==> src/rtc_alarm_pkg.sv <==
// constants, types and register map for the alarm, trim and user-byte block
package rtc_alarm_pkg;

  // ==========================================================
  // register map (byte addresses on the internal register port)
  localparam logic [7:0] ADDR_STATUS = 8'h07;
  localparam logic [7:0] ADDR_INT_CTRL = 8'h08;
  localparam logic [7:0] ADDR_ANALOG_TRIM = 8'h0A;
  localparam logic [7:0] ADDR_DIGITAL_TRIM = 8'h0B;
  localparam logic [7:0] ADDR_ALARM_FIRST = 8'h0C;
  localparam logic [7:0] ADDR_ALARM_LAST = 8'h11;
  localparam logic [7:0] ADDR_USER_FIRST = 8'h12;
  localparam logic [7:0] ADDR_USER_LAST = 8'h19;

  // ==========================================================
  // field positions
  localparam int STAT_AUTO_CLR_BIT = 7;
  localparam int STAT_ALARM_BIT = 2;
  localparam int INT_PULSE_SEL_BIT = 7;
  localparam int INT_ALARM_EN_BIT = 6;
  localparam int ALARM_MATCH_EN_BIT = 7;
  localparam int ANALOG_INV_BIT = 5;
  localparam int DIGITAL_SIGN_BIT = 2;
  localparam int BATT_OFS_LSB = 6;

  // ==========================================================
  // reset values
  localparam logic [7:0] ANALOG_TRIM_RST = 8'h00;  // mid-scale load, 12.5 pF
  localparam logic [7:0] DIGITAL_TRIM_RST = 8'h00;
  localparam logic [7:0] BYTE_RST = 8'h00;

  // ==========================================================
  // capacitance in units of 0.25 pF
  localparam logic [7:0] CAP_BASE_Q = 8'h24;      // 9 pF fixed part
  localparam logic [7:0] CAP_INV_TOP_Q = 8'h40;   // 16 pF for inverted top bit
  localparam logic [7:0] CAP_HALF_PF_Q = 8'h02;   // 0.5 pF
  localparam logic [7:0] CAP_ONE_PF_Q = 8'h04;    // 1 pF

  // ==========================================================
  // timing: pulse width on the interrupt pin
  localparam longint CLK_HZ = 250000000;
  localparam longint PULSE_MS = 250;
  localparam longint PULSE_CYCLES = (CLK_HZ * PULSE_MS) / 1000;

  // digital trim step counts (ppm)
  localparam int TRIM_PPM_MID = 40;
  localparam int TRIM_PPM_LOW = 20;

  // ==========================================================
  // running time fields as seen by the comparator
  typedef struct packed {
    logic [7:0] weekday;
    logic [7:0] month;
    logic [7:0] date;
    logic [7:0] hours;
    logic [7:0] minutes;
    logic [7:0] seconds;
  } time_fields_t;

  // register port request
  typedef struct packed {
    logic wr;
    logic rd;
    logic [7:0] addr;
    logic [7:0] wdata;
  } reg_req_t;

  // alarm output states
  typedef enum logic [1:0] {
    IRQ_IDLE = 2'b00,
    IRQ_PULSE = 2'b01,
    IRQ_HOLD = 2'b10
  } irq_state_t;

endpackage : rtc_alarm_pkg

==> src/rtc_alarm_compare.sv <==
// per-field alarm comparator over the six comparable time fields
`timescale 1ns/1ns
`default_nettype none
module rtc_alarm_compare
  import rtc_alarm_pkg::*;
#(
  parameter int FIELDS = 6
) (
  // alarm bytes, field 0 = seconds
  input wire logic [FIELDS*8-1:0] alarm_bytes,
  // running time
  input wire logic [FIELDS*8-1:0] time_bytes,
  // result
  output logic match
);

  logic [FIELDS-1:0] field_ok;
  logic [FIELDS-1:0] field_en;

  // ==========================================================
  // a disabled field always agrees; bit 7 is enable, not data
  genvar i;
  for (i = 0; i < FIELDS; i++) begin : g_field
    assign field_en[i] = alarm_bytes[i*8+ALARM_MATCH_EN_BIT];
    assign field_ok[i] = !field_en[i] ||
        (alarm_bytes[i*8 +: 7] == time_bytes[i*8 +: 7]);
  end

  // all enabled fields equal, and at least one enabled
  assign match = (&field_ok) && (|field_en);

endmodule // rtc_alarm_compare
`default_nettype wire

==> src/rtc_rate_trim.sv <==
// digital rate trim: signed ppm correction from the three-bit trim code
`timescale 1ns/1ns
`default_nettype none
module rtc_rate_trim
  import rtc_alarm_pkg::*;
(
  // trim code
  input wire logic [2:0] code,
  // signed correction in ppm
  output logic signed [7:0] ppm
);

  logic [6:0] mag;

  // ==========================================================
  // sign-magnitude: 100 gives zero, range +-60 ppm
  always_comb begin
    mag = 7'h00;
    if (code[1]) begin
      mag = mag + 7'(TRIM_PPM_MID);
    end
    if (code[0]) begin
      mag = mag + 7'(TRIM_PPM_LOW);
    end
    ppm = code[DIGITAL_SIGN_BIT] ? -$signed({1'b0, mag}) : $signed({1'b0, mag});
  end

endmodule // rtc_rate_trim
`default_nettype wire

==> src/rtc_alarm_trim.sv <==
// alarm compare, interrupt pin, trim settings and user bytes of the clock device
//
// Behaviour
// - six-bit analog trim selects load capacitance, default code gives 12.5 pF
// - each pin cap is 9 pF + 16 pF*not(b5) + 8,4,2,1,0.5 pF weights
// - series load spans 4.5 to 20.25 pF in 0.25 pF steps
// - battery offset: 00 none, 01 -0.5, 10 +0.5, 11 +1 pF
// - digital trim alters average counts per second
// - top digital bit is sign, 1 negative; 100 gives zero
// - middle bit 40 ppm, low bit 20 ppm, range +-60 ppm
// - alarm bytes mirror time encoding, bit 7 is match enable
// - no year alarm; six fields comparable
// - alarm fires when all enabled fields equal running time
// - single mode: match sets flag, pin held low until flag clears
// - recurring mode pulses pin on every match
// - recurring mode sets flag each time, pulsing independent of flag
// - with auto clear enabled, status read clears alarm flag
// - alarm evaluated as time advances, at the seconds update
// - eight battery-backed user bytes at 12h to 19h
// - recurring pulse is active low for 250 ms
// - writing the flag can only clear it
// - nonzero frequency code disables alarm, pin carries frequency
`timescale 1ns/1ns
`default_nettype none
module rtc_alarm_trim
  import rtc_alarm_pkg::*;
#(
  parameter longint PULSE_LEN = PULSE_CYCLES,
  parameter int USER_BYTES = 8
) (
  // clock and reset
  input wire logic clk,
  input wire logic rst,
  // register port from the serial interface
  input wire reg_req_t req,
  output logic [7:0] rdata,
  // timekeeping
  input wire logic sec_tick,
  input wire time_fields_t now,
  input wire logic on_battery,
  input wire logic freq_wave,
  // interrupt / frequency pin, active low
  output logic irq_n,
  // trim results to the oscillator
  output logic [7:0] load_cap_q,
  output logic signed [7:0] rate_ppm
);

  // ==========================================================
  // registers
  logic [7:0] status_r, status_nxt;
  logic [7:0] int_ctrl_r, int_ctrl_nxt;
  logic [7:0] analog_r, analog_nxt;
  logic [7:0] digital_r, digital_nxt;
  logic [7:0] alarm_r [0:5];
  logic [7:0] alarm_nxt [0:5];
  logic [7:0] user_r [0:USER_BYTES-1];
  logic [7:0] user_nxt [0:USER_BYTES-1];
  logic [47:0] alarm_flat;
  logic match;
  logic fire;
  logic freq_on;
  logic alarm_en;
  logic pulse_sel;
  logic [31:0] pulse_cnt_r, pulse_cnt_nxt;
  irq_state_t irq_state_r, irq_state_nxt;
  logic [7:0] pin_cap;
  logic [7:0] batt_delta;
  logic signed [7:0] ppm_comb;
  logic irq_n_nxt;

  assign freq_on = |int_ctrl_r[3:0];
  assign alarm_en = int_ctrl_r[INT_ALARM_EN_BIT] && !freq_on;
  assign pulse_sel = int_ctrl_r[INT_PULSE_SEL_BIT];

  // ==========================================================
  // comparator: six fields only, no year
  genvar g;
  for (g = 0; g < 6; g++) begin : g_flat
    assign alarm_flat[g*8 +: 8] = alarm_r[g];
  end

  rtc_alarm_compare #(
    .FIELDS(6)
  ) u_cmp (
    .alarm_bytes(alarm_flat),
    .time_bytes(now),
    .match(match)
  );

  // evaluate only on the one-second update, with fresh time
  assign fire = alarm_en && match && sec_tick;

  // ==========================================================
  // digital trim
  rtc_rate_trim u_rate (
    .code(digital_r[2:0]),
    .ppm(ppm_comb)
  );

  // registered so the oscillator sees a glitch-free correction word
  always_ff @(posedge clk) begin
    if (rst) begin
      rate_ppm <= 8'sh00;
    end else begin
      rate_ppm <= ppm_comb;
    end
  end

  // ==========================================================
  // analog load: one pin cap in quarter pF, halved for series pair
  always_comb begin
    pin_cap = CAP_BASE_Q + (analog_r[ANALOG_INV_BIT] ? 8'h00 : CAP_INV_TOP_Q)
        + {1'b0, analog_r[4:0], 2'b00} / 8'h02;
    unique case (analog_r[BATT_OFS_LSB +: 2])
      2'b00: batt_delta = 8'h00;
      2'b01: batt_delta = -CAP_HALF_PF_Q;
      2'b10: batt_delta = CAP_HALF_PF_Q;
      2'b11: batt_delta = CAP_ONE_PF_Q;
    endcase
    if (!on_battery) begin
      batt_delta = 8'h00;
    end
  end

  // series load: 18..81 quarter pF (4.5..20.25 pF), plus battery shift
  always_ff @(posedge clk) begin
    if (rst) begin
      load_cap_q <= 8'h00;
    end else begin
      load_cap_q <= (pin_cap >> 1) + batt_delta;
    end
  end

  // ==========================================================
  // register next values: writes, flag set, read auto clear
  always_comb begin
    status_nxt = status_r;
    int_ctrl_nxt = int_ctrl_r;
    analog_nxt = analog_r;
    digital_nxt = digital_r;
    for (int i = 0; i < 6; i++) begin
      alarm_nxt[i] = alarm_r[i];
    end
    for (int i = 0; i < USER_BYTES; i++) begin
      user_nxt[i] = user_r[i];
    end
    if (req.wr) begin
      unique case (req.addr)
        ADDR_STATUS: begin
          status_nxt[STAT_AUTO_CLR_BIT] = req.wdata[STAT_AUTO_CLR_BIT];
          // flag write may only clear
          status_nxt[STAT_ALARM_BIT] = status_r[STAT_ALARM_BIT]
              & req.wdata[STAT_ALARM_BIT];
        end
        ADDR_INT_CTRL: int_ctrl_nxt = req.wdata;
        ADDR_ANALOG_TRIM: analog_nxt = req.wdata;
        ADDR_DIGITAL_TRIM: digital_nxt = {5'h00, req.wdata[2:0]};
        default: begin
          if (req.addr >= ADDR_ALARM_FIRST && req.addr <= ADDR_ALARM_LAST) begin
            alarm_nxt[3'(req.addr - ADDR_ALARM_FIRST)] = req.wdata;
          end
          if (req.addr >= ADDR_USER_FIRST && req.addr <= ADDR_USER_LAST) begin
            user_nxt[3'(req.addr - ADDR_USER_FIRST)] = req.wdata;
          end
        end
      endcase
    end
    if (req.rd && req.addr == ADDR_STATUS && status_r[STAT_AUTO_CLR_BIT]) begin
      status_nxt[STAT_ALARM_BIT] = 1'b0;
    end
    // a match in the clearing cycle keeps the flag set
    if (fire) begin
      status_nxt[STAT_ALARM_BIT] = 1'b1;
    end
  end

  always_ff @(posedge clk) begin
    if (rst) begin
      status_r <= BYTE_RST;
      int_ctrl_r <= BYTE_RST;
      analog_r <= ANALOG_TRIM_RST;
      digital_r <= DIGITAL_TRIM_RST;
      for (int i = 0; i < 6; i++) begin
        alarm_r[i] <= BYTE_RST;
      end
      for (int i = 0; i < USER_BYTES; i++) begin
        user_r[i] <= BYTE_RST;
      end
    end else begin
      status_r <= status_nxt;
      int_ctrl_r <= int_ctrl_nxt;
      analog_r <= analog_nxt;
      digital_r <= digital_nxt;
      alarm_r <= alarm_nxt;
      user_r <= user_nxt;
    end
  end

  // ==========================================================
  // read data, registered
  always_ff @(posedge clk) begin
    if (rst) begin
      rdata <= 8'h00;
    end else if (req.rd) begin
      if (req.addr == ADDR_STATUS) begin
        rdata <= status_r;
      end else if (req.addr == ADDR_INT_CTRL) begin
        rdata <= int_ctrl_r;
      end else if (req.addr == ADDR_ANALOG_TRIM) begin
        rdata <= analog_r;
      end else if (req.addr == ADDR_DIGITAL_TRIM) begin
        rdata <= digital_r;
      end else if (req.addr >= ADDR_ALARM_FIRST && req.addr <= ADDR_ALARM_LAST) begin
        rdata <= alarm_r[3'(req.addr - ADDR_ALARM_FIRST)];
      end else if (req.addr >= ADDR_USER_FIRST && req.addr <= ADDR_USER_LAST) begin
        rdata <= user_r[3'(req.addr - ADDR_USER_FIRST)];
      end else begin
        rdata <= 8'h00;
      end
    end
  end

  // ==========================================================
  // pin state machine: hold in single mode, timed pulse in recurring
  always_comb begin
    irq_state_nxt = irq_state_r;
    pulse_cnt_nxt = pulse_cnt_r;
    unique case (irq_state_r)
      IRQ_IDLE: begin
        if (fire && pulse_sel) begin
          irq_state_nxt = IRQ_PULSE;
          pulse_cnt_nxt = 32'(PULSE_LEN - 1);
        end else if (alarm_en && !pulse_sel && status_r[STAT_ALARM_BIT]) begin
          irq_state_nxt = IRQ_HOLD;
        end
      end
      IRQ_PULSE: begin
        if (!alarm_en) begin
          irq_state_nxt = IRQ_IDLE;
        end else if (pulse_cnt_r == 32'h0000_0000) begin
          irq_state_nxt = IRQ_IDLE;
        end else begin
          pulse_cnt_nxt = pulse_cnt_r - 32'h0000_0001;
        end
      end
      IRQ_HOLD: begin
        // released once the flag clears or the mode changes
        if (!status_r[STAT_ALARM_BIT] || !alarm_en || pulse_sel) begin
          irq_state_nxt = IRQ_IDLE;
        end
      end
      default: irq_state_nxt = IRQ_IDLE;
    endcase
  end

  always_ff @(posedge clk) begin
    if (rst) begin
      irq_state_r <= IRQ_IDLE;
      pulse_cnt_r <= 32'h0000_0000;
    end else begin
      irq_state_r <= irq_state_nxt;
      pulse_cnt_r <= pulse_cnt_nxt;
    end
  end

  // frequency output overrides the alarm on the shared pin
  always_comb begin
    if (freq_on) begin
      irq_n_nxt = freq_wave;
    end else begin
      irq_n_nxt = (irq_state_nxt == IRQ_IDLE);
    end
  end

  // pin registered so it never glitches while the state decodes
  always_ff @(posedge clk) begin
    if (rst) begin
      irq_n <= 1'b1;
    end else begin
      irq_n <= irq_n_nxt;
    end
  end

  // ==========================================================
  // checks
  flag_set_a: assert property (@(posedge clk) disable iff (rst)
      fire |=> status_r[STAT_ALARM_BIT]) else $error("flag not set on match");
  flag_write_a: assert property (@(posedge clk) disable iff (rst)
      (!status_r[STAT_ALARM_BIT] && !fire) |=> !status_r[STAT_ALARM_BIT])
      else $error("flag rose without match");
  auto_clear_a: assert property (@(posedge clk) disable iff (rst)
      (req.rd && req.addr == ADDR_STATUS && status_r[STAT_AUTO_CLR_BIT] && !fire && !req.wr)
      |=> !status_r[STAT_ALARM_BIT]) else $error("auto clear failed");
  tick_only_a: assert property (@(posedge clk) disable iff (rst)
      !sec_tick |-> !fire) else $error("fire off tick");
  freq_block_a: assert property (@(posedge clk) disable iff (rst)
      freq_on |-> !fire) else $error("alarm fired with frequency on");
  pulse_low_a: assert property (@(posedge clk) disable iff (rst)
      (fire && pulse_sel && irq_state_r == IRQ_IDLE && !freq_on) |=> !irq_n [*8])
      else $error("pulse too short");
  hold_low_a: assert property (@(posedge clk) disable iff (rst)
      (irq_state_r == IRQ_HOLD && status_r[STAT_ALARM_BIT] && !freq_on && !pulse_sel
       && alarm_en) |=> !irq_n) else $error("hold released early");
  // enable bits only: data bits alone must never let the alarm fire
  match_need_a: assert property (@(posedge clk) disable iff (rst)
      fire |-> (|{alarm_r[5][ALARM_MATCH_EN_BIT], alarm_r[4][ALARM_MATCH_EN_BIT],
                  alarm_r[3][ALARM_MATCH_EN_BIT], alarm_r[2][ALARM_MATCH_EN_BIT],
                  alarm_r[1][ALARM_MATCH_EN_BIT], alarm_r[0][ALARM_MATCH_EN_BIT]}))
      else $error("fire with no field enabled");
  cap_range_a: assert property (@(posedge clk) disable iff (rst)
      !on_battery |=> (load_cap_q >= 8'h12 && load_cap_q <= 8'h51))
      else $error("load out of range");
  pulse_end_a: assert property (@(posedge clk) disable iff (rst)
      (irq_state_r == IRQ_PULSE && pulse_cnt_r == 32'h0000_0000 && !freq_on) |=> irq_n)
      else $error("pulse not released");
  user_write_a: assert property (@(posedge clk) disable iff (rst)
      (req.wr && req.addr == ADDR_USER_FIRST) |=> (user_r[0] == $past(req.wdata)))
      else $error("user byte not written");
  sign_zero_a: assert property (@(posedge clk) disable iff (rst)
      (digital_r[2:0] == 3'h4) |=> (rate_ppm == 8'sh00))
      else $error("negative zero code not zero");

  single_c: cover property (@(posedge clk) irq_state_r == IRQ_HOLD);
  pulse_c: cover property (@(posedge clk) irq_state_r == IRQ_PULSE ##1 irq_state_r == IRQ_IDLE);
  clear_c: cover property (@(posedge clk) status_r[STAT_ALARM_BIT] ##1 !status_r[STAT_ALARM_BIT]);
  battery_c: cover property (@(posedge clk) on_battery && analog_r[BATT_OFS_LSB +: 2] == 2'b01);
  auto_read_c: cover property (@(posedge clk) req.rd && req.addr == ADDR_STATUS
      && status_r[STAT_AUTO_CLR_BIT] && status_r[STAT_ALARM_BIT]);

endmodule // rtc_alarm_trim
`default_nettype wire

==> config.mk <==
export PLATFORM = sky130hd
export DESIGN_NAME = rtc_alarm_trim
export DESIGN_NICKNAME = d
export VERILOG_FILES = /design/src/rtc_alarm_pkg.sv /design/src/rtc_alarm_compare.sv /design/src/rtc_rate_trim.sv /design/src/rtc_alarm_trim.sv
export SDC_FILE = /design/constraint.sdc
export NUM_CORES = 1
export LEC_CHECK = 0
export BUFFER_PORTS_ARGS = -buffer_cell sky130_fd_sc_hd__buf_2
export CORE_UTILIZATION = 40
export DETAILED_ROUTE_END_ITERATION = 8
export HOLD_SLACK_MARGIN = 0.08
export SLEW_MARGIN = 25
export SYNTH_ARGS = -nofsm -noshare
export SYNTH_HDL_FRONTEND = slang
export SYNTH_HIERARCHICAL = 1
export SYNTH_SLANG_ARGS = --single-unit
==> constraint.sdc <==
create_clock -name clk -period 7.75 [get_ports clk]
set_clock_uncertainty 0.2 [all_clocks]
set_input_delay 1.55 -clock clk [delete_from_list [all_inputs] [get_ports clk]]
set_output_delay 1.55 -clock clk [all_outputs]
set_load 0.05 [all_outputs]
* Word level (Yosys, flattened, before mapping)
Index checks and enable logic that the tools add are counted.
Cells by class: add/subtract/negate cells 8, $lt $le $gt $ge 8, equal/unequal tests 18, mux-type cells 39, bitwise operators 5, reduce and logical (&&, ||, !) cells 51
Operators with widths (number):
- 8-bit two-way mux | 13
- 32-bit two-way mux | 3
- 64-bit bitwise mux | 1
- 32-bit one-hot mux with 2 select lines | 1
- 8-bit binary-select mux with 3-bit select | 2
- 48-bit bitwise mux | 1
- 8-bit demux with 3-bit select | 2
- 7-bit equality test | 6
- 32-bit logical NOT | 1
- 8-bit one-hot mux with 4 select lines | 1
- 32-bit by 1-bit subtractor with 32-bit output (second input constant) | 1
- 8-bit by 4-bit equality test with 1-bit output (second input constant) | 3
- 7-bit two-way mux | 3
- 8-bit by 5-bit less-or-equal comparator with 1-bit output (second input constant) | 2
- 1-bit logical AND | 13
- 1-bit logical NOT | 10
- 2-bit two-way mux | 5
- 2-bit AND reduction | 5
- 6-bit by 7-bit adder with 8-bit output (first input constant) | 1
- 7-bit by 8-bit adder with 8-bit output | 1
- 8-bit by 6-bit adder with 8-bit output | 1
- 8-bit by 3-bit equality test with 1-bit output (second input constant) | 1
- 4-bit >= comparator (second input constant) | 2
- 8-bit by 4-bit >= comparator with 1-bit output (second input constant) | 1
- 25 further kinds | 49
Storage, ports and cells: register bits after elaboration 192, bits of input ports 71, output and inout port bits 25, word-level logic and storage cells 155

* Logic depth before layout (Yosys ltp)
depth in word-level cells 11, gate-level depth with buffers 12, mapped depth without buffers 10

* Hierarchy
Netlist, hierarchy kept.
Modules (own cells, without submodules):
- rtc_alarm_trim | times used 1, cells an instance 1017, area each 8986.1 µm², sequential area each 3843.7 µm²
- rtc_alarm_compare | times used 1, cells an instance 60, area each 493.0 µm², sequential area each 0.0 µm²
- rtc_rate_trim | times used 1, cells an instance 14, area each 118.9 µm², sequential area each 0.0 µm²

* Least setup slack after synthesis
OpenSTA, ideal clock, no wires.
path kind input to register, start in now[6] (netlist bit), end reg pulse_cnt_r[17], library setup time 0.072 ns, arrival time 4.124 ns, required time 7.478 ns, path slack 3.354 ns, stages 10, path through xor2_1 -> nor4_2 -> nand4_1 -> a221oi_1 -> and4_1 -> nand4b_1 -> or4b_2 -> clkbuf_1 -> a2111oi_0 -> mux2i_1
Between the ends: cells in the longest elaborated chain, start to end 9
RTL lines:
- start: declaration | RTL line rtc_alarm_trim.sv:39 | input wire time_fields_t now,
- 7-bit equality test | RTL line rtc_alarm_compare.sv:26 | (alarm_bytes[i*8 +: 7] == time_bytes[i*8 +: 7]);
- 1-bit logical OR | RTL line rtc_alarm_compare.sv:25 | assign field_ok[i] = !field_en[i] ||
- 6-bit AND reduction | RTL line rtc_alarm_compare.sv:30 | assign match = (&field_ok) && (|field_en);
- 1-bit logical AND | RTL line rtc_alarm_compare.sv:30
- net match | RTL line rtc_alarm_trim.sv:60 | logic match;
- 1-bit logical AND (2 in a row) | RTL line rtc_alarm_trim.sv:92 | assign fire = alarm_en && match && sec_tick;
- 1-bit logical AND | RTL line rtc_alarm_trim.sv:231 | if (fire && pulse_sel) begin
- 2-bit inequality test (no line)
- 4-bit AND reduction (no line)
- end signal: assignment | RTL line rtc_alarm_trim.sv:263 | pulse_cnt_r <= pulse_cnt_nxt;
- end: declaration | RTL line rtc_alarm_trim.sv:65 | logic [31:0] pulse_cnt_r, pulse_cnt_nxt;
The timed path passes the listed nets, and every way through them passes these cells. A chain may end at the register's enable or synchronous reset.

* Worst setup path in the final report
start in now[6] (netlist bit), end reg pulse_cnt_r[29]
Same word-level chain as after synthesis.

==> impl_metrics.py <==
metrics = {
    "worst_setup_path": {
        "cp-start-kind": "input port",
        "cp_max_fo": 19,
        "cp.required_ps": 7880,
        "worstRegToRegCells": 10,
        "endpoint_kind": "flop",
        "crit_type": "input port to flop",
        "cp.arrival_ps": 4960,
    },
    "cts": {
        "post_cts_buffers": 0,
        "clk_pin_slew_worst_paths_ps": 70,
        "clock_sinks": 192,
        "cts_tree": "built",
        "cts.path.max_buffers": 2,
        "cts-resized-gates": 0,
        "root_buffer": "clkbuf_16",
        "htree_levels": 4,
        "clk_latency_ps": 440,
        "numCtsBuffers": 17,
        "cts_hold_buf": 0,
    },
    "route": {
        "first_iter_violations": 579,
        "antenna_left": 0,
        "vias": 8110,
        "finalWirelength_um": 26000,
        "vias_per_cell": 5.58,
        "drtPass1Iterations": 5,
        "routedWlPerCell_um": 17.9,
        "drc": 0,
    },
    "timing": {
        "rsz0062_at_grt": "no",
        "timing_hold_violations_final": 0,
        "fmax_mhz": 207,
        "layout_min_cycle_time_ps": 4830,
        "setup_viol": 0,
        "fin_setup_tns_ps": 0,
        "drv_slew": 0,
        "worst_pin_slew_ps": 1040,
        "period_share_pct": 62.3,
        "relSlewSlack_pct": 30.5,
        "whs_ps": 254,
    },
    "floorplan": {
        "die_w_um": 157,
        "fp.dieArea_um2": 24600,
        "die_h_um": 157,
        "rows": 56,
        "ioPinCount": 96,
        "design.core.area_um2": 23500,
        "initial_core_util_pct": 40.9,
    },
    "placed_design": {
        "hpwl_um": 17400,
        "gp_congestion": 0.853,
        "io_buffers": 89,
        "placed_area_um2": 10200,
        "dp.cells": 1422,
    },
    "finish": {
        "final_area_um2": 10800,
        "area_growth_pct": 12.3,
        "final_core_util_pct": 45.9,
        "drive_gt1_share_pct": 16.0,
        "n_antenna_cell": 0,
        "fin_nets": 1212,
        "final-instance-count-excl-fill": 1454,
    },
    "global_route": {
        "antenna_found_initial": 1,
        "grt_pass1_vias": 7516,
        "grt_max_degree": 96,
        "overflow": 0,
        "globalRouteTotalUtil_pct": 21.7,
        "grt_pass1_wl_um": 41400,
    },
    "logic_synthesis": {
        "ys_ff_latch": 192,
        "synth_cells": 1091,
        "async_reset_ff_share_pct": 0,
        "avgSynthCellArea_um2": 8.80,
        "synth-edff-count": 0,
        "ys_warn_count": 6,
        "synth_top_cell_area_share_pct": 40.0,
        "synthTopCellsByArea": "dfxtp_1 (40%), mux2i_1 (8.4%), a21oi_1 (5.4%)",
        "yosysSeqAreaShare_pct": 40.0,
        "synth_common_cells": "dfxtp_1 (192), nand2_1 (113), a21oi_1 (103)",
        "synth_top_cell_by_area": "dfxtp_1",
        "synthesis.area_um2": 9600,
        "synth.distinct_cells": 69,
        "yosysMostFrequentCell": "dfxtp_1",
        "synth-main-ff-cell": "dfxtp_1",
    },
    "power_and_ir_drop": {
        "p_sw_share_pct": 24.7,
        "intPower_w": 0.00151,
        "power.density_nw_per_um2": 186,
        "clkPwrFrac_pct": 44.3,
        "switchingPower_w": 0.000493,
        "leakagePower_nw": 4.29,
        "pwr-share-seq_pct": 49.5,
        "power_frac_comb_pct": 6.2,
        "ir_drop_v": 0.000135,
    },
    "run": {
        "maxCapViolations": 0,
    },
    "run_status": {
        "status": "finished, final reports clean",
    },
    "hold_path": {
        "whs_path_depth": 2,
        "hp-class": "flop to flop",
    },
}
==> layer usage <==
metal / share of wire, % / global-route usage, % / routed length [um] / vias to the layer above
met2: 47 / 34.9 / 12200 / 183
met1: 48 / 30.6 / 12400 / 3919
met4: 1.0 / 5.28 / 264 / 2
met3: 4.2 / 2.92 / 1100 / 19
met5: 0.050 / 0 / 13 / -
li1: - / - / - / 3987
==> power by group through the flow <==
stage / clock network [W] / logic (W) / registers, W
finish: 0.000886 / 0.000125 / 0.000989
global route: 0.000941 / 0.000133 / 0.000989
CTS: 0.000900 / 0.000124 / 0.000989
detailed placement: 0 / 0.000124 / 0.00101
global placement: 0 / 0.000124 / 0.00101
floorplan: 0 / 0.0000731 / 0.00102
==> per-stage QoR <==
stage	total power [W]	setup slack, ps
final	0.00200	2920
after global routing	0.00206	2730
after CTS	0.00201	2940
after detailed placement	0.00114	2500
after global placement	0.00114	2510
after floorplan	0.00109	3350
==> worst max-delay path, stage by stage <==
cell	delay [ps]
buf_2	100
xor2_1	160
nor4_2	320
nand4_1	160
a221oi_1	500
and4_1	350
nand4b_1	160
or4b_2	890
nand2_1	520
a2111o_1	170
o21ai_0	70
==> area by class of cell <==
type                       count  area (um^2)
clock buffer                  18          429
clock inverter                14          158
fill                        2277        12700
inverter                      16         60.1
multi-input combinational    797         5380
sequential                   192         3840
tap                          319          399
timing repair buffer          98          515
==> layout by cell type (no fill, tap or decap), types with 4 or more instances in the layout <==
| cell | netlist | final |
|---|---|---|
| nor2_1 | 85 | 85 |
| nor3_1 | 19 | 19 |
| mux2i_1 | 81 | 81 |
| mux4_2 | 17 | 17 |
| nand4_1 | 12 | 12 |
| o21ai_0 | 23 | 23 |
| o21a_1 | 6 | 6 |
| or4b_2 | 4 | 4 |
| mux2_2 | 14 | 14 |
| or3_2 | 4 | 4 |
| ha_1 | 18 | 18 |
| nor2b_1 | 15 | 15 |
| nand2_1 | 113 | 113 |
| or4_1 | 12 | 12 |
| a21oi_1 | 103 | 103 |
| o2111ai_1 | 5 | 5 |
| xor2_1 | 30 | 30 |
| and4_1 | 4 | 4 |
| buf_4 | 4 | 10 |
| a221oi_1 | 4 | 4 |
| or3_1 | 10 | 10 |
| nand2b_1 | 4 | 4 |
| clkinvlp_4 | 0 | 7 |
| a211oi_1 | 7 | 7 |
| inv_1 | 16 | 16 |
| o31ai_1 | 8 | 8 |
| o211ai_1 | 5 | 5 |
| buf_2 | 2 | 88 |
| o41ai_1 | 4 | 4 |
| nor4_1 | 16 | 14 |
| a31oi_1 | 9 | 9 |
| xnor2_1 | 22 | 22 |
| clkbuf_16 | 0 | 17 |
| dfxtp_1 | 192 | 192 |
| nand3_1 | 83 | 83 |
==> state kept, by name, indices dropped and copies added (netlist names) <==
signal       flops
rate_ppm         8
pulse_cnt_r     32
status_r         2
irq_state_r      2
rdata            8
user_r          64
load_cap_q       8
alarm_flat      48
int_ctrl_r       8
digital_r        3
irq_n            1
analog_r         8
==> worst paths after layout <==
| kind | from | end | slack, ps |
|---|---|---|---|
| setup / recovery | now[6] | pulse_cnt_r[29] | 2920 |
| hold reg to reg | user_r[29] | user_r[29] | 250 |
| setup reg to reg | alarm_flat[6] | pulse_cnt_r[29] | 3790 |
| hold / removal | user_r[29] | user_r[29] | 250 |
==> cell families (layout without fill, tap and decap cells) <==
family	Yosys count	in the layout	synth area share [%]
and+or+nand+nor	405	405	21.0
AOI/OAI and AO/OA	207	207	13.4
DFF	192	192	40.0
muxes	112	112	14.1
buffers and inverters	103	146	4.21
xor gates and xnor gates	52	52	4.75
adders and majority gates	19	19	2.56
other	1	2	0.0391
Power figures use the tool's default switching activity.
